## src/hdl/alarm_pkg.sv

```systemverilog
// constants, types and helper functions shared by the dual alarm logic
package alarm_pkg;

  // timebase
  localparam int unsigned CLK_HZ = 10_000_000;
  localparam int unsigned TICK_PERIOD_S = 1;
  localparam int unsigned TICK_CYCLES = CLK_HZ * TICK_PERIOD_S;
  localparam int unsigned IDLE_TIMEOUT_S = 10;
  localparam logic [3:0] IDLE_TICKS = 4'(IDLE_TIMEOUT_S / TICK_PERIOD_S);
  localparam int unsigned TIME_MAX_S = 3600;

  // widths and ranges
  localparam int unsigned VAL_W = 20;
  localparam int unsigned TIME_W = 12;
  localparam int unsigned CODE_W = 14;
  localparam int unsigned NCH = 2;
  localparam logic signed [21:0] DISP_MAX = 22'sh01869f;
  localparam logic signed [21:0] DISP_MIN = -22'sh01869f;
  localparam logic signed [21:0] CODE_MAX = 22'sh00270f;
  localparam logic signed [21:0] CODE_MIN = 22'sh000000;
  localparam logic [2:0] SP_DIGITS = 3'h5;
  localparam logic [2:0] CODE_DIGITS = 3'h4;

  // register byte offsets
  localparam logic [7:0] REG_CTRL = 8'h00;
  localparam logic [7:0] REG_SP1 = 8'h04;
  localparam logic [7:0] REG_SP2 = 8'h08;
  localparam logic [7:0] REG_HYST1 = 8'h0c;
  localparam logic [7:0] REG_HYST2 = 8'h10;
  localparam logic [7:0] REG_DELAY1 = 8'h14;
  localparam logic [7:0] REG_DELAY2 = 8'h18;
  localparam logic [7:0] REG_SIL1 = 8'h1c;
  localparam logic [7:0] REG_SIL2 = 8'h20;
  localparam logic [7:0] REG_ACODE = 8'h24;
  localparam logic [7:0] REG_STATUS = 8'h28;
  localparam logic [7:0] REG_IRQ_STAT = 8'h2c;
  localparam logic [7:0] REG_IRQ_MASK = 8'h30;

  // control fields, channel n at bit n*CH_STRIDE
  localparam int unsigned CH_STRIDE = 4;
  localparam int unsigned CTRL_EN = 0;
  localparam int unsigned CTRL_SENSE_LOW = 1;
  localparam int unsigned CTRL_CLOSED_IDLE = 2;
  localparam int unsigned CTRL_ACCESS_EN = 8;
  localparam int unsigned CTRL_FAULT_LO = 9;

  // status fields, channel n at bit n*CH_STRIDE
  localparam int unsigned ST_ACTIVE = 0;
  localparam int unsigned ST_DELAYING = 1;
  localparam int unsigned ST_SILENCED = 2;
  localparam int unsigned ST_SWITCH = 3;
  localparam int unsigned ST_FAULT = 8;
  localparam int unsigned ST_PANEL_LO = 9;

  // interrupt bits
  localparam int unsigned IRQ_W = 4;
  localparam int unsigned IRQ_ALARM1 = 0;
  localparam int unsigned IRQ_ALARM2 = 1;
  localparam int unsigned IRQ_FAULT = 2;
  localparam int unsigned IRQ_ABORT = 3;

  // fault loop current in tenths of mA
  localparam logic [7:0] FAULT_MA_LOW_A = 8'h24;
  localparam logic [7:0] FAULT_MA_LOW_B = 8'h26;
  localparam logic [7:0] FAULT_MA_HIGH = 8'hd2;

  // seven sub-functions of one alarm channel
  typedef struct packed {
    logic enable;
    logic signed [VAL_W-1:0] setpoint;
    logic sense_low;
    logic closed_idle;
    logic [VAL_W-1:0] hysteresis;
    logic [TIME_W-1:0] delay_s;
    logic [TIME_W-1:0] silence_s;
  } alarm_cfg_t;

  typedef struct packed {
    logic active;
    logic delaying;
    logic silenced;
    logic switch_closed;
  } chan_status_t;

  typedef enum logic [1:0] {CH_IDLE, CH_DELAY, CH_ACTIVE, CH_SILENCED} chan_state_t;
  typedef enum logic [1:0] {PANEL_DISPLAY, PANEL_CODE, PANEL_SELECT, PANEL_EDIT} panel_state_t;
  typedef enum logic [2:0] {
    MENU_BARGRAPH, MENU_FIRST_ALARM_GROUP, MENU_SECOND_ALARM_GROUP,
    MENU_SETPOINT_ACCESS, MENU_ACCESS_CODE, MENU_OTHER
  } menu_item_t;

  function automatic logic signed [VAL_W-1:0] clamp_val(input logic signed [21:0] v,
                                                       input logic signed [21:0] lo,
                                                       input logic signed [21:0] hi);
    if (v > hi) begin
      return hi[VAL_W-1:0];
    end
    if (v < lo) begin
      return lo[VAL_W-1:0];
    end
    return v[VAL_W-1:0];
  endfunction

  function automatic logic [TIME_W-1:0] clamp_time(input logic [31:0] v);
    return (v > TIME_MAX_S) ? TIME_W'(TIME_MAX_S) : v[TIME_W-1:0];
  endfunction

  function automatic logic signed [21:0] digit_weight(input logic [2:0] pos);
    case (pos)
      3'h0: return 22'sh000001;
      3'h1: return 22'sh00000a;
      3'h2: return 22'sh000064;
      3'h3: return 22'sh0003e8;
      default: return 22'sh002710;
    endcase
  endfunction

endpackage

```

## src/hdl/alarm_channel.sv

```systemverilog
// one alarm channel: hysteresis compare, activation delay, silence
module alarm_channel (
  input wire logic clk,
  input wire logic rst_n,
  input wire logic tick,
  input wire logic accept,
  input wire logic signed [19:0] disp_value,
  input wire alarm_pkg::alarm_cfg_t cfg,
  output alarm_pkg::chan_status_t status,
  output logic activated
);
  alarm_pkg::chan_state_t st_q, st_d;
  logic cond_q, cond_d;
  logic sw_q, sw_d;
  logic [alarm_pkg::TIME_W-1:0] cnt_q, cnt_d;
  logic signed [21:0] d_x, sp_x, hy_x;
  logic [alarm_pkg::TIME_W-1:0] cnt_inc;

  assign d_x = 22'(disp_value);
  assign sp_x = 22'(cfg.setpoint);
  assign hy_x = $signed({2'b00, cfg.hysteresis});
  assign cnt_inc = cnt_q + 12'h001;

  always_comb begin
    cond_d = cond_q;
    st_d = st_q;
    cnt_d = cnt_q;
    if (!cfg.enable) begin
      cond_d = 1'b0;
    end else if (!cond_q) begin
      cond_d = cfg.sense_low ? (d_x <= sp_x) : (d_x >= sp_x);
    end else if (cfg.sense_low) begin
      cond_d = !(d_x > sp_x + hy_x);
    end else begin
      cond_d = !(d_x < sp_x - hy_x);
    end
    case (st_q)
      alarm_pkg::CH_IDLE: begin
        cnt_d = '0;
        if (cond_q) begin
          st_d = (cfg.delay_s == '0) ? alarm_pkg::CH_ACTIVE : alarm_pkg::CH_DELAY;
        end
      end
      alarm_pkg::CH_DELAY: begin
        if (!cond_q) begin
          st_d = alarm_pkg::CH_IDLE;
        end else if (tick) begin
          cnt_d = cnt_inc;
          if (cnt_inc >= cfg.delay_s) begin
            st_d = alarm_pkg::CH_ACTIVE;
          end
        end
      end
      alarm_pkg::CH_ACTIVE: begin
        cnt_d = '0;
        if (!cond_q) begin
          st_d = alarm_pkg::CH_IDLE;
        end else if (accept && cfg.silence_s != '0) begin
          st_d = alarm_pkg::CH_SILENCED;
        end
      end
      alarm_pkg::CH_SILENCED: begin
        if (!cond_q) begin
          st_d = alarm_pkg::CH_IDLE;
        end else if (tick) begin
          cnt_d = cnt_inc;
          if (cnt_inc >= cfg.silence_s) begin
            st_d = alarm_pkg::CH_ACTIVE;
          end
        end
      end
      default: st_d = alarm_pkg::CH_IDLE;
    endcase
    if (!cfg.enable) begin
      st_d = alarm_pkg::CH_IDLE;
    end
    sw_d = cfg.closed_idle ^ (st_d == alarm_pkg::CH_ACTIVE);
  end

  always_ff @(posedge clk or negedge rst_n) begin
    if (!rst_n) begin
      st_q <= alarm_pkg::CH_IDLE;
      cond_q <= 1'b0;
      cnt_q <= '0;
      sw_q <= 1'b0;
    end else begin
      st_q <= st_d;
      cond_q <= cond_d;
      cnt_q <= cnt_d;
      sw_q <= sw_d;
    end
  end

  assign activated = (st_d == alarm_pkg::CH_ACTIVE) && (st_q != alarm_pkg::CH_ACTIVE);
  assign status.active = (st_q == alarm_pkg::CH_ACTIVE);
  assign status.delaying = (st_q == alarm_pkg::CH_DELAY);
  assign status.silenced = (st_q == alarm_pkg::CH_SILENCED);
  assign status.switch_closed = sw_q;

endmodule // alarm_channel

```

## src/hdl/alarm_top.sv

```systemverilog
// dual alarm logic: registers, keypad setpoint access, fault output, two channels
//
// The placing of the registers and the strobed register port were chosen for this implementation.
module alarm_top #(
  parameter int unsigned TICK_CYCLES = alarm_pkg::TICK_CYCLES
) (
  input wire logic clk,
  input wire logic rst_n,
  input wire logic [7:0] reg_addr,
  input wire logic [31:0] reg_wdata,
  input wire logic reg_wr,
  input wire logic reg_rd,
  output logic [31:0] reg_rdata,
  input wire logic signed [19:0] disp_value,
  input wire logic sensor_fault,
  input wire logic key_up,
  input wire logic key_down,
  input wire logic key_step,
  input wire logic key_commit,
  input wire logic alarms_fitted,
  input wire alarm_pkg::menu_item_t menu_item,
  output alarm_pkg::menu_item_t menu_next,
  output logic [1:0] alarm_switch_closed,
  output logic [1:0] annunciator,
  output logic display_blink,
  output logic fault_current_force,
  output logic [7:0] fault_current_ma_x10,
  output alarm_pkg::panel_state_t panel_mode,
  output logic signed [19:0] panel_value,
  output logic [2:0] panel_digit,
  output logic panel_second,
  output logic irq
);
  localparam int unsigned NCH = alarm_pkg::NCH;

  // input synchronisers: up, down, step, commit, fitted
  logic [4:0] sync1_q, sync2_q, prev_q;
  logic up_l, dn_l, step_l, fit_l, up_p, dn_p, step_p, com_p, combo_p, any_p;

  always_ff @(posedge clk or negedge rst_n) begin
    if (!rst_n) begin
      sync1_q <= '0;
      sync2_q <= '0;
      prev_q <= '0;
    end else begin
      sync1_q <= {alarms_fitted, key_commit, key_step, key_down, key_up};
      sync2_q <= sync1_q;
      prev_q <= sync2_q;
    end
  end

  assign up_l = sync2_q[0];
  assign dn_l = sync2_q[1];
  assign step_l = sync2_q[2];
  assign fit_l = sync2_q[4];
  assign up_p = sync2_q[0] & ~prev_q[0];
  assign dn_p = sync2_q[1] & ~prev_q[1];
  assign step_p = sync2_q[2] & ~prev_q[2];
  assign com_p = sync2_q[3] & ~prev_q[3];
  assign combo_p = (up_l & step_l) & ~(prev_q[0] & prev_q[2]);
  assign any_p = up_p | dn_p | step_p | com_p;

  // one-second tick and half-second blink phase
  logic [31:0] tick_cnt_q, tick_cnt_d;
  logic tick, blink;

  assign tick = (tick_cnt_q == 32'(TICK_CYCLES - 1));
  assign blink = (tick_cnt_q < 32'(TICK_CYCLES / 2));

  always_comb begin
    tick_cnt_d = tick ? '0 : tick_cnt_q + 32'h1;
  end

  always_ff @(posedge clk or negedge rst_n) begin
    if (!rst_n) begin
      tick_cnt_q <= '0;
    end else begin
      tick_cnt_q <= tick_cnt_d;
    end
  end

  // configuration and interrupt registers
  logic [NCH-1:0] en_q, en_d, sense_q, sense_d, pol_q, pol_d;
  logic acc_en_q, acc_en_d;
  logic [1:0] fsel_q, fsel_d;
  logic signed [19:0] sp_q [NCH], sp_d [NCH];
  logic [19:0] hyst_q [NCH], hyst_d [NCH];
  logic [11:0] dly_q [NCH], dly_d [NCH], sil_q [NCH], sil_d [NCH];
  logic [alarm_pkg::CODE_W-1:0] acode_q, acode_d;
  logic [alarm_pkg::IRQ_W-1:0] ist_q, ist_d, imask_q, imask_d, events;
  logic [31:0] rdata_q, rdata_d, status_word;
  logic sp_store;

  // channels
  alarm_pkg::alarm_cfg_t cfg [NCH];
  alarm_pkg::chan_status_t cst [NCH];
  logic [NCH-1:0] act_p;
  logic accept;

  for (genvar i = 0; i < NCH; i++) begin : g_ch
    assign cfg[i] = '{enable: en_q[i], setpoint: sp_q[i], sense_low: sense_q[i],
                      closed_idle: pol_q[i], hysteresis: hyst_q[i],
                      delay_s: dly_q[i], silence_s: sil_q[i]};
    alarm_channel u_ch (
      .clk(clk),
      .rst_n(rst_n),
      .tick(tick),
      .accept(accept),
      .disp_value(disp_value),
      .cfg(cfg[i]),
      .status(cst[i]),
      .activated(act_p[i])
    );
    assign alarm_switch_closed[i] = cst[i].switch_closed;
    assign status_word[i*alarm_pkg::CH_STRIDE +: alarm_pkg::CH_STRIDE] = cst[i];
  end

  // keypad setpoint access
  alarm_pkg::panel_state_t pnl_q, pnl_d;
  logic signed [19:0] val_q, val_d;
  logic [2:0] dig_q, dig_d, ndig, wpos;
  logic sel_q, sel_d, abort_p;
  logic [3:0] idle_q, idle_d;
  logic signed [21:0] lo, hi, w;

  assign accept = (pnl_q == alarm_pkg::PANEL_DISPLAY) && step_p && !up_l;

  always_comb begin
    pnl_d = pnl_q;
    val_d = val_q;
    dig_d = dig_q;
    sel_d = sel_q;
    abort_p = 1'b0;
    sp_store = 1'b0;
    ndig = (pnl_q == alarm_pkg::PANEL_CODE) ? alarm_pkg::CODE_DIGITS : alarm_pkg::SP_DIGITS;
    lo = (pnl_q == alarm_pkg::PANEL_CODE) ? alarm_pkg::CODE_MIN : alarm_pkg::DISP_MIN;
    hi = (pnl_q == alarm_pkg::PANEL_CODE) ? alarm_pkg::CODE_MAX : alarm_pkg::DISP_MAX;
    wpos = ndig - 3'h1 - dig_q;
    w = alarm_pkg::digit_weight(wpos);
    idle_d = any_p ? 4'h0 : (tick ? idle_q + 4'h1 : idle_q);
    case (pnl_q)
      alarm_pkg::PANEL_DISPLAY: begin
        idle_d = 4'h0;
        if (combo_p && acc_en_q) begin
          val_d = '0;
          dig_d = '0;
          sel_d = 1'b0;
          pnl_d = (acode_q == '0) ? alarm_pkg::PANEL_SELECT : alarm_pkg::PANEL_CODE;
        end
      end
      alarm_pkg::PANEL_CODE, alarm_pkg::PANEL_EDIT: begin
        if (up_p && !step_l) begin
          val_d = alarm_pkg::clamp_val(22'(val_q) + w, lo, hi);
        end else if (dn_p) begin
          val_d = alarm_pkg::clamp_val(22'(val_q) - w, lo, hi);
        end else if (step_p) begin
          dig_d = (dig_q + 3'h1 >= ndig) ? 3'h0 : dig_q + 3'h1;
        end else if (com_p && pnl_q == alarm_pkg::PANEL_CODE) begin
          if (val_q[alarm_pkg::CODE_W-1:0] == acode_q) begin
            pnl_d = alarm_pkg::PANEL_SELECT;
          end else begin
            pnl_d = alarm_pkg::PANEL_DISPLAY;
            abort_p = 1'b1;
          end
        end else if (com_p) begin
          sp_store = 1'b1;
          pnl_d = alarm_pkg::PANEL_SELECT;
        end
      end
      alarm_pkg::PANEL_SELECT: begin
        if (up_p || dn_p) begin
          sel_d = ~sel_q;
        end else if (step_p) begin
          val_d = sp_q[sel_q];
          dig_d = '0;
          pnl_d = alarm_pkg::PANEL_EDIT;
        end else if (com_p) begin
          pnl_d = alarm_pkg::PANEL_DISPLAY;
        end
      end
      default: pnl_d = alarm_pkg::PANEL_DISPLAY;
    endcase
    if (pnl_q != alarm_pkg::PANEL_DISPLAY && (idle_q >= alarm_pkg::IDLE_TICKS || !acc_en_q)) begin
      pnl_d = alarm_pkg::PANEL_DISPLAY;
      abort_p = 1'b1;
      sp_store = 1'b0;
    end
  end

  always_ff @(posedge clk or negedge rst_n) begin
    if (!rst_n) begin
      pnl_q <= alarm_pkg::PANEL_DISPLAY;
      val_q <= '0;
      dig_q <= '0;
      sel_q <= 1'b0;
      idle_q <= '0;
    end else begin
      pnl_q <= pnl_d;
      val_q <= val_d;
      dig_q <= dig_d;
      sel_q <= sel_d;
      idle_q <= idle_d;
    end
  end

  // register writes, reads and interrupt status
  logic fault_prev_q;

  assign events = {abort_p, sensor_fault & ~fault_prev_q, act_p[1], act_p[0]};

  always_comb begin
    en_d = en_q;
    sense_d = sense_q;
    pol_d = pol_q;
    acc_en_d = acc_en_q;
    fsel_d = fsel_q;
    sp_d = sp_q;
    hyst_d = hyst_q;
    dly_d = dly_q;
    sil_d = sil_q;
    acode_d = acode_q;
    imask_d = imask_q;
    ist_d = ist_q;
    if (sp_store) begin
      sp_d[sel_q] = val_q;
    end
    if (reg_wr) begin
      case (reg_addr)
        alarm_pkg::REG_CTRL: begin
          for (int i = 0; i < NCH; i++) begin
            en_d[i] = reg_wdata[i*alarm_pkg::CH_STRIDE + alarm_pkg::CTRL_EN];
            sense_d[i] = reg_wdata[i*alarm_pkg::CH_STRIDE + alarm_pkg::CTRL_SENSE_LOW];
            pol_d[i] = reg_wdata[i*alarm_pkg::CH_STRIDE + alarm_pkg::CTRL_CLOSED_IDLE];
          end
          acc_en_d = reg_wdata[alarm_pkg::CTRL_ACCESS_EN];
          fsel_d = reg_wdata[alarm_pkg::CTRL_FAULT_LO +: 2];
        end
        alarm_pkg::REG_SP1: sp_d[0] = alarm_pkg::clamp_val(22'($signed(reg_wdata[19:0])),
                                                           alarm_pkg::DISP_MIN, alarm_pkg::DISP_MAX);
        alarm_pkg::REG_SP2: sp_d[1] = alarm_pkg::clamp_val(22'($signed(reg_wdata[19:0])),
                                                           alarm_pkg::DISP_MIN, alarm_pkg::DISP_MAX);
        alarm_pkg::REG_HYST1: hyst_d[0] = reg_wdata[19:0];
        alarm_pkg::REG_HYST2: hyst_d[1] = reg_wdata[19:0];
        alarm_pkg::REG_DELAY1: dly_d[0] = alarm_pkg::clamp_time(reg_wdata);
        alarm_pkg::REG_DELAY2: dly_d[1] = alarm_pkg::clamp_time(reg_wdata);
        alarm_pkg::REG_SIL1: sil_d[0] = alarm_pkg::clamp_time(reg_wdata);
        alarm_pkg::REG_SIL2: sil_d[1] = alarm_pkg::clamp_time(reg_wdata);
        alarm_pkg::REG_ACODE: acode_d = (reg_wdata[13:0] > 14'(alarm_pkg::CODE_MAX)) ?
                                        14'(alarm_pkg::CODE_MAX) : reg_wdata[13:0];
        alarm_pkg::REG_IRQ_STAT: ist_d = ist_q & ~reg_wdata[alarm_pkg::IRQ_W-1:0];
        alarm_pkg::REG_IRQ_MASK: imask_d = reg_wdata[alarm_pkg::IRQ_W-1:0];
        default: ;
      endcase
    end
    ist_d = ist_d | events;
    rdata_d = '0;
    if (reg_rd) begin
      case (reg_addr)
        alarm_pkg::REG_CTRL: begin
          for (int i = 0; i < NCH; i++) begin
            rdata_d[i*alarm_pkg::CH_STRIDE + alarm_pkg::CTRL_EN] = en_q[i];
            rdata_d[i*alarm_pkg::CH_STRIDE + alarm_pkg::CTRL_SENSE_LOW] = sense_q[i];
            rdata_d[i*alarm_pkg::CH_STRIDE + alarm_pkg::CTRL_CLOSED_IDLE] = pol_q[i];
          end
          rdata_d[alarm_pkg::CTRL_ACCESS_EN] = acc_en_q;
          rdata_d[alarm_pkg::CTRL_FAULT_LO +: 2] = fsel_q;
        end
        alarm_pkg::REG_SP1: rdata_d = 32'(sp_q[0]);
        alarm_pkg::REG_SP2: rdata_d = 32'(sp_q[1]);
        alarm_pkg::REG_HYST1: rdata_d = 32'(hyst_q[0]);
        alarm_pkg::REG_HYST2: rdata_d = 32'(hyst_q[1]);
        alarm_pkg::REG_DELAY1: rdata_d = 32'(dly_q[0]);
        alarm_pkg::REG_DELAY2: rdata_d = 32'(dly_q[1]);
        alarm_pkg::REG_SIL1: rdata_d = 32'(sil_q[0]);
        alarm_pkg::REG_SIL2: rdata_d = 32'(sil_q[1]);
        alarm_pkg::REG_ACODE: rdata_d = 32'(acode_q);
        alarm_pkg::REG_STATUS: rdata_d = status_word;
        alarm_pkg::REG_IRQ_STAT: rdata_d = 32'(ist_q);
        alarm_pkg::REG_IRQ_MASK: rdata_d = 32'(imask_q);
        default: rdata_d = '0;
      endcase
    end
  end

  assign status_word[alarm_pkg::ST_FAULT] = sensor_fault;
  assign status_word[alarm_pkg::ST_PANEL_LO +: 2] = pnl_q;
  assign status_word[31:alarm_pkg::ST_PANEL_LO+2] = '0;

  always_ff @(posedge clk or negedge rst_n) begin
    if (!rst_n) begin
      en_q <= '0;
      sense_q <= '0;
      pol_q <= '0;
      acc_en_q <= 1'b0;
      fsel_q <= '0;
      sp_q <= '{default: '0};
      hyst_q <= '{default: '0};
      dly_q <= '{default: '0};
      sil_q <= '{default: '0};
      acode_q <= '0;
      imask_q <= '0;
      ist_q <= '0;
      rdata_q <= '0;
    end else begin
      en_q <= en_d;
      sense_q <= sense_d;
      pol_q <= pol_d;
      acc_en_q <= acc_en_d;
      fsel_q <= fsel_d;
      sp_q <= sp_d;
      hyst_q <= hyst_d;
      dly_q <= dly_d;
      sil_q <= sil_d;
      acode_q <= acode_d;
      imask_q <= imask_d;
      ist_q <= ist_d;
      rdata_q <= rdata_d;
    end
  end

  // front-panel outputs, fault current, interrupt
  logic [1:0] ann_d, ann_q;
  logic blink_d, blink_q, force_d, force_q, irq_d, irq_q;
  logic [7:0] ma_d, ma_q;

  always_comb begin
    for (int i = 0; i < NCH; i++) begin
      ann_d[i] = cst[i].active | ((cst[i].delaying | cst[i].silenced) & blink);
    end
    blink_d = sensor_fault & blink;
    force_d = sensor_fault;
    case (fsel_q)
      2'h0: ma_d = alarm_pkg::FAULT_MA_LOW_A;
      2'h1: ma_d = alarm_pkg::FAULT_MA_LOW_B;
      default: ma_d = alarm_pkg::FAULT_MA_HIGH;
    endcase
    irq_d = |(ist_d & imask_d);
  end

  always_ff @(posedge clk or negedge rst_n) begin
    if (!rst_n) begin
      ann_q <= '0;
      blink_q <= 1'b0;
      force_q <= 1'b0;
      ma_q <= alarm_pkg::FAULT_MA_LOW_A;
      irq_q <= 1'b0;
      fault_prev_q <= 1'b0;
    end else begin
      ann_q <= ann_d;
      blink_q <= blink_d;
      force_q <= force_d;
      ma_q <= ma_d;
      irq_q <= irq_d;
      fault_prev_q <= sensor_fault;
    end
  end

  // configuration menu order
  always_comb begin
    case (menu_item)
      alarm_pkg::MENU_BARGRAPH: menu_next = fit_l ? alarm_pkg::MENU_FIRST_ALARM_GROUP :
                                                    alarm_pkg::MENU_ACCESS_CODE;
      alarm_pkg::MENU_FIRST_ALARM_GROUP: menu_next = alarm_pkg::MENU_SECOND_ALARM_GROUP;
      alarm_pkg::MENU_SECOND_ALARM_GROUP: menu_next = alarm_pkg::MENU_SETPOINT_ACCESS;
      alarm_pkg::MENU_SETPOINT_ACCESS: menu_next = alarm_pkg::MENU_ACCESS_CODE;
      alarm_pkg::MENU_ACCESS_CODE: menu_next = alarm_pkg::MENU_OTHER;
      default: menu_next = alarm_pkg::MENU_BARGRAPH;
    endcase
    if (!fit_l && menu_item inside {alarm_pkg::MENU_FIRST_ALARM_GROUP,
        alarm_pkg::MENU_SECOND_ALARM_GROUP, alarm_pkg::MENU_SETPOINT_ACCESS}) begin
      menu_next = alarm_pkg::MENU_ACCESS_CODE;
    end
  end

  assign reg_rdata = rdata_q;
  assign annunciator = ann_q;
  assign display_blink = blink_q;
  assign fault_current_force = force_q;
  assign fault_current_ma_x10 = ma_q;
  assign panel_mode = pnl_q;
  assign panel_value = val_q;
  assign panel_digit = dig_q;
  assign panel_second = sel_q;
  assign irq = irq_q;

endmodule // alarm_top

```

## config.mk

```make
export PLATFORM = sky130hd
export DESIGN_NAME = alarm_top
export DESIGN_NICKNAME = d
export VERILOG_FILES = /design/src/hdl/alarm_pkg.sv /design/src/hdl/alarm_channel.sv /design/src/hdl/alarm_top.sv
export SDC_FILE = /design/constraint.sdc
export NUM_CORES = 1
export LEC_CHECK = 0
export BUFFER_PORTS_ARGS = -buffer_cell sky130_fd_sc_hd__clkbuf_2
export CAP_MARGIN = 40
export CORE_ASPECT_RATIO = 1.5
export CORE_MARGIN = 5
export CORE_UTILIZATION = 45
export CTS_CLUSTER_DIAMETER = 40
export CTS_CLUSTER_SIZE = 14
export DETAILED_ROUTE_END_ITERATION = 12
export GPL_TIMING_DRIVEN = 1
export PLACE_DENSITY_LB_ADDON = 0.08
export SLEW_MARGIN = 5
export SYNTH_ARGS = -nofsm -noshare
export SYNTH_HDL_FRONTEND = slang
export SYNTH_SLANG_ARGS = --single-unit
```

## constraint.sdc

```tcl
create_clock -name clk -period 16.7 [get_ports clk]
set_input_delay 0.835 -clock clk [delete_from_list [all_inputs] [get_ports clk]]
set_output_delay 0.835 -clock clk [all_outputs]
set_load 0.005 [all_outputs]
```

==> results.md, run 1 <==
* Outcome: completed
* Max Root-Sink Buffers at 3
* CP required at ~17 ns
* Num CTS Buffers at 45
* Post-synthesis cell type count at between 100 and 150
* I/O Buffers at between 100 and 150
* Pwr per Cell Area at around 140 nW/um^2
* Setup TNS at 0 ns
* FF/Latch Area at 7410 sq um
* Area of the mapped netlist at 25800 sq um
* First-pass GRT wire length at about 140 mm
* Commonest non-fill, non-tap cell in the layout: ha_1
* Setup slack, reg-to-reg at ~9.0 ns
* Tmin final at 7.73 ns
* Layout cell share with drive strength beyond 1 at between 10% and 20%
* Worst reg-to-reg path cell count at 28
* Final non-filler cell total at between 3000 and 4000
* Setup WS post-layout at approximately 9.0 ns
* Postcts setup bufs at 0
* Post-DP HPWL at 72.1 mm
* Maximum VDD drop at 0.0936 mV
* Remaining global-route overflow at 0
* Syn Area/Cell at between 8 and 9 sq um
* Clock skew at 0.0516 ns
* Max_cap viols at 0
* Leakage at 13.0 nW
* Startpoint Class: flop
* Slew headroom at between 40% and 50%
* Most frequent cells in the layout: 326 x ha_1, 295 x dfrtp_1, 271 x nand2_1
* DR iter-0 viols at between 1500 and 2000
* Final GP Congestion at roughly 0.97
* H-tree levels at 2
* Die area at 62300 sq um
* Critical Path End Type: flop
* Largest net degree at the start of global routing at between 90 and 100
* Root Buffer Master: clkbuf_16
* CTS tree: built
* Number of nets in the layout at around 3500
* RSZ-0062 raised after global routing: no
* DRT Pass-1 Iters at 6
* Resized Gates After CTS at 0
* CTS Hold Bufs at 0
* Critical R2R Capture: panel_value[14]$_DFFE_PN0P_
* Vias in the first global route at 23500
* Site Rows at between 100 and 150
* Worst-Margin Slew at between 0.8 and 0.9 ns
* Yosys reg bits at 296
* Post-Synthesis Cells at 2992
* Worst setup path startpoint: panel_mode[1]$_DFFE_PN0P_
* CP max stage cell: nand2_1
* Sequential area share after synthesis at about 29%
* Via count at around 23000
* Core Box Area at around 57000 sq um
* Chip width at a little over 200 um
* CTS sink cnt at slightly below 300
* Place WS at between 9 and 10 ns
* Worst-skew pair later-pin latency at between 0.6 and 0.7 ns
* Initial core utilization at a little under half
* Max Slew Vio Count at 0
* Crit share post-route at between 40% and 50%
* CP dominant cell by count: ha_1
* # DRC at 0
* Post-route ant nets at 0
* Worst r2r src: panel_mode[1]$_DFFE_PN0P_
* Endpoints failing hold at 0
* Global-route usage over all layers at slightly below 30%
* CP max FO at 17
* Yosys warns at 0
* Synth Flop Type: dfrtp_1
* Fill count at roughly 5600
* Multi-input combinational cell area at 17000 sq um
* Final setup viols at 0
* Fraction of registers with async set or reset after synthesis at 100%
* Number of inserted diodes at 0
* Number of synthesized flops with an enable pin at 0
* CP max stage delay at 0.69 ns
* Clk slew on worst S/H paths at 0.06 ns
* Area growth, synth to finish at 11.4%
* CP Class: reg2reg
* Via density at around 6.0
* Peak Freq at ~0.13 GHz
* Total length of routed wires at between 90 and 100 mm
* Hold crit path type: in2async
* Crit path to: panel_value[14]$_DFFE_PN0P_
* Die Y at 303 um
* Placed cells at roughly 3800
* I/O pins at approximately 150
* WP data arrival at 8.25 ns
* Routed WL per cell at 23.5 um
* Initial antenna violation count at 2
## per-layer routing
metal / GRT usage, % / vias up / wire [um]
li1: - / 10900 / -
met1: 34.1 / 11200 / 35200
met2: 49.7 / 820 / 44400
met3: 3.79 / 247 / 4920
met4: 18.1 / 0 / 6670
met5: 0 / - / 0
## where the power goes
part	switching (mW)	total, mW	internal [mW]
logic	1.47	2.35	0.874
clock network	0.422	0.952	0.529
registers	0.105	0.865	0.760
## worst min path at each step
stage / startpoint / to / slack [ns] / cells after the start
6_report: rst_n / cfg[41]$_DFFE_PN0P_ / 0.28 / 1
5_1_grt: key_commit / sync1_q[3]$_DFF_PN0_ / 0.31 / 1
4_1_cts: key_commit / sync1_q[3]$_DFF_PN0_ / 0.30 / 1
3_5_place_dp: sync1_q[2]$_DFF_PN0_ / sync2_q[2]$_DFF_PN0_ / 0.34 / 0
3_3_place_gp: sync1_q[2]$_DFF_PN0_ / sync2_q[2]$_DFF_PN0_ / 0.33 / 0
2_1_floorplan: sync1_q[0]$_DFF_PN0_ / sync2_q[0]$_DFF_PN0_ / 0.33 / 0
## final cells by class
| type | count | area share, % |
|---|---|---|
| Multi-Input combinational cell | 2348 | 59.1 |
| Sequential cell | 296 | 25.8 |
| Clock buffer | 48 | 3.99 |
| Timing Repair Buffer | 183 | 3.75 |
| Tap cell | 763 | 3.32 |
| Inverter | 209 | 2.73 |
| Clock inverter | 35 | 1.37 |
## cell families (layout without fill, tap and decap cells)
family	count (synthesis)	in the layout	share of synthesized area [%]
other	1	2	0.0145
muxes	101	101	4.28
and+or+nand+nor	913	913	17.6
AOI/OAI and AO/OA	803	803	20.8
buffers and inverters	349	475	5.50
DFF	296	296	28.7
adders and majority gates	332	332	16.3
xor gates and xnor gates	197	197	6.82
## state kept, by name, summed over array words and instances (netlist names), 3 cells and up
name / cells
sync2_q: 5
panel_value: 20
reg_rdata: 21
g_ch.u_ch.cnt_q: 24
cfg: 128
prev_q: 4
imask_q: 4
acode_q: 14
panel_digit: 3
ist_q: 4
idle_q: 4
fault_current_ma_x10: 3
sync1_q: 5
g_ch.u_ch.st_q: 4
tick_cnt_q: 32
## metrics by stage
stage	instance area [sq um]	util [%]	hold WS, ns	total power, mW
2_1_floorplan	25800	-	0.331	2.48
3_3_place_gp	27100	47.7	0.333	3.14
3_5_place_dp	27200	47.9	0.336	3.18
4_1_cts	28700	50.6	0.305	4.16
5_1_grt	28700	50.6	0.314	4.43
6_report	28700	50.6	0.284	4.16
## synthesized netlist by cell type (19+ instances only)
library cell	count	area (sq um)
a211oi_1	24	180
a21o_1	61	458
a21oi_1	163	816
a221oi_1	27	236
a22o_1	21	184
a22oi_1	30	225
a31oi_1	45	282
and2_1	25	156
and3_1	34	213
buf_4	21	158
clkbuf_1	104	390
dfrtp_1	295	7380
ha_1	326	4080
inv_1	206	773
mux2_2	70	788
mux2i_1	30	300
nand2_1	271	1020
nand2b_1	55	344
nand3_1	54	270
nand4_1	34	213
nor2_1	191	717
nor2b_1	46	288
nor3_1	68	340
nor4_1	35	219
o21a_1	33	248
o21ai_0	210	1050
o21ai_1	19	95.1
or3_1	23	144
xnor2_1	105	920
xor2_1	89	780
## worst max-delay path: cells and delay by family (launching register included)
kind | cells | cell delay, ns
AOI/OAI and AO/OA | 9 | 2.10
xor gates and xnor gates | 2 | 0.58
adders and majority gates | 4 | 1.40
buffers and inverters | 4 | 0.85
DFF | 1 | 0.65
and+or+nand+nor | 9 | 2.05
Note: power is estimated with default switching activity, not from simulation.
==> inputs of run 2 (changes only) <==
==> constraint.sdc (replaced) <==
create_clock -name clk -period 8 [get_ports clk]
set_input_delay 0.4 -clock clk [delete_from_list [all_inputs] [get_ports clk]]
set_output_delay 0.4 -clock clk [all_outputs]
set_load 0.005 [all_outputs]
==> run 2 against run 1 <==
Clock power grew 110%. Non-clock buffer count increased by 7. Sequential share of layout area shrank 0.059 points. First-iteration DRC count increased by 8.2%. Critical path type unchanged. Largest cell class unchanged.
==> results.md, run 2 (same netlist as run 1, synthesis figures left out) <==
* Outcome: completed
* Initial antenna violation count at 1
* CP Class: reg2reg
* WP data arrival at around 7.3 ns
* Gate power share at 56.2%
* Post-DP HPWL at 72.4 mm
* Global-route usage over all layers at roughly 29%
* DRT Pass-1 Iters at 6
* Total length of routed wires at between 90 and 100 mm
* CP max FO at 16
* # DRC at 0
* CTS tree: built
* Worst-Margin Slew at 1.02 ns
* Hold crit path type: in2reg
* Maximum VDD drop at 0.186 mV
* CP max stage cell: a211oi_2
* Clk slew on worst S/H paths at roughly 0.060 ns
* RSZ-0062 raised after global routing: no
* Chip width at just over 200 um
* Crit share post-route at a little over four fifths
* Number of nets in the layout at roughly 3500
* Die area at 62300 sq um
* Max Root-Sink Buffers at 3
* Final Core Density at 50.7%
* Startpoint Class: flop
* Setup TNS at 0 ns
* Power share of the clock group at a little under a quarter
* Peak Freq at 0.148 GHz
* Via count at 23200
* CTS sink cnt at just under 300
* Area growth, synth to finish at 11.7%
* Max FFs per register at about 130
* Slew headroom at between 30% and 40%
* Switching power at 4.14 mW
* CP required at approximately 8.5 ns
* Num CTS Buffers at 45
* Max Slew Vio Count at 0
* CP Buf/Inv Count at 4
* Endpoints failing hold at 0
* Internal power at between 4 and 5 mW
* First-pass GRT wire length at around 140 mm
* Clock skew at around 0.025 ns
* CP max stage delay at between 0.5 and 0.6 ns
* Vias in the first global route at 23500
* Layout cell share with drive strength beyond 1 at between 10% and 20%
* Tmin final at ~6.7 ns
* Largest net degree at the start of global routing at between 150 and 200
* Final GP Congestion at approximately 0.94
* Sequential Power Share at between 20 and 25%
* Worst-skew pair later-pin latency at around 0.6 ns
* Max_cap viols at 0
* Critical Path End Type: flop
* I/O pins at ~150
* Top Family by Delay on Critical Path: simple AND/OR/NAND/NOR gates
* Initial core utilization at between 40% and 50%
* Sw Ratio at 47.4%
* H-tree levels at 2
* Post-route ant nets at 0
* Leakage at around 13 nW
* Hold WS at about 0.058 ns
* Remaining global-route overflow at 0
* Site Rows at 107
* Root Buffer Master: clkbuf_16
* Via density at between 5 and 6
* Commonest non-fill, non-tap cell in the layout: ha_1
* Most frequent cells in the layout: 326 x ha_1, 295 x dfrtp_1, 271 x nand2_1
* Core Box Area at approximately 57000 sq um
* Resized Gates After CTS at 0
* Routed WL per cell at around 24 um
* Die Y at slightly above 300 um
* Pwr per Cell Area at 303 nW/um^2
* Final setup viols at 0
* I/O Buffers at about 150
* DR iter-0 viols at between 1500 and 2000
## run 2: stage by stage
stage	instance area, sq um	cells	power, mW	setup slack, ns
finish	28800	3890	8.73	1.25
global route	28800	3889	9.30	0.730
CTS	28800	3888	8.73	1.25
detailed placement	27200	3799	6.66	1.34
global placement	27100	3790	6.62	1.34
floorplan	25800	2993	5.19	1.96
## run 2: path summary, 6_finish.rpt
path | end | start | cells past startpoint | slack, ns
max | panel_value[14]$_DFFE_PN0P_ | panel_mode[1]$_DFFE_PN0P_ | 26 | 1.25
min | fault_current_force$_DFF_PN0_ | sensor_fault | 1 | 0.06
max reg2reg | panel_value[14]$_DFFE_PN0P_ | panel_mode[1]$_DFFE_PN0P_ | 26 | 1.25
min reg2reg | sync2_q[4]$_DFF_PN0_ | sync1_q[4]$_DFF_PN0_ | 0 | 0.35
max in group asynchronous | sync2_q[1]$_DFF_PN0_ | rst_n | 3 | 6.21
min in group asynchronous | reg_rdata[6]$_DFF_PN0_ | rst_n | 2 | 0.41
## run 2: power groups by stage
stage	clock, mW	combinational (mW)	sequential (mW)
6_report	2.02	4.91	1.81
4_1_cts	2.06	4.87	1.81
5_1_grt	2.12	5.37	1.81
3_3_place_gp	0	4.79	1.83
3_5_place_dp	0	4.83	1.83
2_1_floorplan	0	3.47	1.71
## run 2: cell type report
| cell class | instances | area (sq um) |
|---|---|---|
| Sequential cell | 296 | 7410 |
| Clock buffer | 53 | 1190 |
| Antenna cell | 1 | 2.50 |
| Timing Repair Buffer | 190 | 1140 |
| Inverter | 209 | 785 |
| Clock inverter | 30 | 353 |
| Tap cell | 763 | 955 |
| Fill cell | 5564 | 28000 |
| Multi-Input combinational cell | 2348 | 17000 |
## run 2: layer usage
| layer | track usage (%) | vias to the layer above | wire length, um |
|---|---|---|---|
| met1 | 34.2 | 11200 | 35900 |
| met3 | 3.75 | 249 | 4650 |
| met2 | 50.9 | 776 | 45500 |
| met4 | 15.6 | 0 | 5810 |
| li1 | - | 10900 | - |
| met5 | 0 | - | 0 |
## run 2: what timing repair did
item                                   CTS  global route
setup buffers                            0             0
hold buffers                             6             0
endpoints found under the hold margin   74             0
==> inputs of run 3 (changes only) <==
==> constraint.sdc (replaced) <==
create_clock -name clk -period 6.8 [get_ports clk]
set_input_delay 0.34 -clock clk [delete_from_list [all_inputs] [get_ports clk]]
set_output_delay 0.34 -clock clk [all_outputs]
set_load 0.005 [all_outputs]
==> run 3 against run 2 <==
Sequential power up 15%. Non-clock buffer count up 6. Sequential share of layout area down 0.23 points. Global-route usage down 0.52 points. Worst hold slack worse by 0.018 ns. First-iteration DRC count up 4.1%. Clock power up 32%. Cell count up 0.18%. Core utilization up 0.47 points. Total power up 20%. Clock skew up 0.018 ns. Highest routed layer unchanged.
==> results.md, run 3 (same netlist as run 1, synthesis figures left out) <==
* Initial core utilization at 45.4%
* Core Box Area at roughly 57000 sq um
* Pwr per Cell Area at approximately 360 nW/um^2
* Place WS at between 0.4 and 0.5 ns
* Final setup viols at 0
* Global-route usage over all layers at between 20% and 30%
* Critical Path End Type: flop
* CP required at ~7.3 ns
* Vias in the first global route at roughly 23000
* Area growth, synth to finish at 12.7%
* Fill count at approximately 5500
* Worst-Margin Slew at approximately 0.92 ns
* Chip width at 205 um
* Setup WS post-layout at approximately 0.37 ns
* Final non-filler cell total at 3897
* Tmin final at 6.43 ns
* # DRC at 0
* Max Slew Vio Count at 0
* Startpoint Class: flop
* Layout cell share with drive strength beyond 1 at around 13%
* Worst r2r src: panel_mode[1]$_DFFE_PN0P_
* Crit share post-route at ~95%
* CP max FO at 14
* CTS sink cnt at ~300
* Post-route ant nets at 0
* CP max stage cell: ha_1
* FF/Latch Area at 7410 sq um
* Placed cells at approximately 3800
* RSZ-0062 raised after global routing: no
* CP Class: reg2reg
* Postcts setup bufs at 0
* I/O pins at roughly 150
* Clk slew on worst S/H paths at 0.06 ns
* Clock skew at 0.0434 ns
* Hold crit path type: in2reg
* Hold_sp: reg_rd
* CP max stage delay at approximately 0.55 ns
* Peak Freq at between 0.15 and 0.2 GHz
* Total length of routed wires at ~90 mm
* First-pass GRT wire length at approximately 140 mm
* Routed WL per cell at between 20 and 25 um
* Remaining global-route overflow at 0
* Site Rows at 107
* Max_cap viols at 0
* Final GP Congestion at about 0.99
* Multi-input combinational cell area at approximately 17000 sq um
* Number of inserted diodes at 0
* Endpoints failing hold at 0
* CP dominant cell by count: ha_1
* Outcome: completed
* Num CTS Buffers at between 40 and 50
* Number of nets in the layout at 3502
* Commonest non-fill, non-tap cell in the layout: ha_1
* Die Y at approximately 300 um
* Leakage at about 13 nW
* CTS tree: built
* Via count at ~23000
* Most frequent cells in the layout: 326 x ha_1, 295 x dfrtp_1, 271 x nand2_1
* Post-placement cell area at around 27000 sq um
* Worst-skew pair later-pin latency at around 0.60 ns
* Slew headroom at approximately two fifths
* Worst setup path startpoint: panel_mode[1]$_DFFE_PN0P_
* WP data arrival at 6.94 ns
* Maximum VDD drop at between 0.2 and 0.3 mV
* Design Area, Final at around 29000 sq um
* Max Root-Sink Buffers at 3
* Setup TNS at 0 ns
* DRT Pass-1 Iters at 6
* Largest net degree at the start of global routing at 150
* Via density at 5.98
* Max FFs per register at roughly 130
* DR iter-0 viols at about 1800
* Post-DP HPWL at slightly above 70 mm
* I/O Buffers at about 150
* Root Buffer Master: clkbuf_16
* Die area at 62300 sq um
* H-tree levels at 2
* Initial antenna violation count at 0
-- run 3: changes by cell type in the layout (fill, tap and decap cells not counted), sizes merged --
cell and delta:
buf +6, bufinv +7, clkbuf -4, clkinv +3
clkinvlp -1, diode -1, dlygate4sd3 +1, inv -4
-- run 3: per-stage QoR --
| stage | power [mW] | hold slack, ns | util, % |
|---|---|---|---|
| after CTS | 10.5 | 0.00135 | 51.2 |
| final | 10.5 | 0.0401 | 51.2 |
| after detailed placement | 7.74 | 0.340 | 48.0 |
| after floorplan | 6.10 | 0.0444 | - |
| after global routing | 11.1 | 0.0588 | 51.2 |
| after global placement | 7.62 | 0.338 | 47.8 |
-- run 3: where the power goes --
part	internal (mW)	total, mW	switching (mW)
logic	2.17	5.75	3.58
registers	1.87	2.08	0.216
clock network	1.66	2.67	1.01
total	5.71	10.5	4.80
-- run 3: critical path: cells and delay by family (launching register included) --
family | cells | cell delay [ns]
buf+inv | 4 | 0.48
flops | 1 | 0.38
simple gates | 9 | 1.46
xor+xnor | 2 | 0.57
fa+ha+maj | 4 | 1.35
compound gates | 9 | 2.09
-- run 3: final timing paths --
kind	endpoint	slack [ns]	depth (start not counted)
min	reg_rdata[3]$_DFF_PN0_	0.04	3
max	panel_value[14]$_DFFE_PN0P_	0.37	28
min reg2reg	sync2_q[1]$_DFF_PN0_	0.35	0
max reg2reg	panel_value[14]$_DFFE_PN0P_	0.37	28
min in group asynchronous	g_ch[1].u_ch.st_q[1]$_DFF_PN0_	0.36	2
max in group asynchronous	tick_cnt_q[28]$_DFF_PN0_	5.13	3
-- run 3: timing repair --
action,CTS,global route
resized for setup,0,1
hold buffers,7,0
hold endpoints to repair,80,0
endpoints found under the setup margin,0,1
-- run 3: area by class of cell --
class                      count  share of cell area (%)
clock buffer                  50                    4.12
clock inverter                35                    1.88
inverter                     209                    2.70
multi-input combinational   2348                    58.4
sequential                   296                    25.5
tap                          763                    3.28
timing repair buffer         196                    4.12
-- run 3: routing by layer --
layer  up-vias  track usage [%]  routed length (um)
met5         -                0                   0
met3       280             3.59                5190
met4         0             15.9                5860
met1     11200             33.3               34600
li1      11000                -                   -
met2       875             50.0               44400
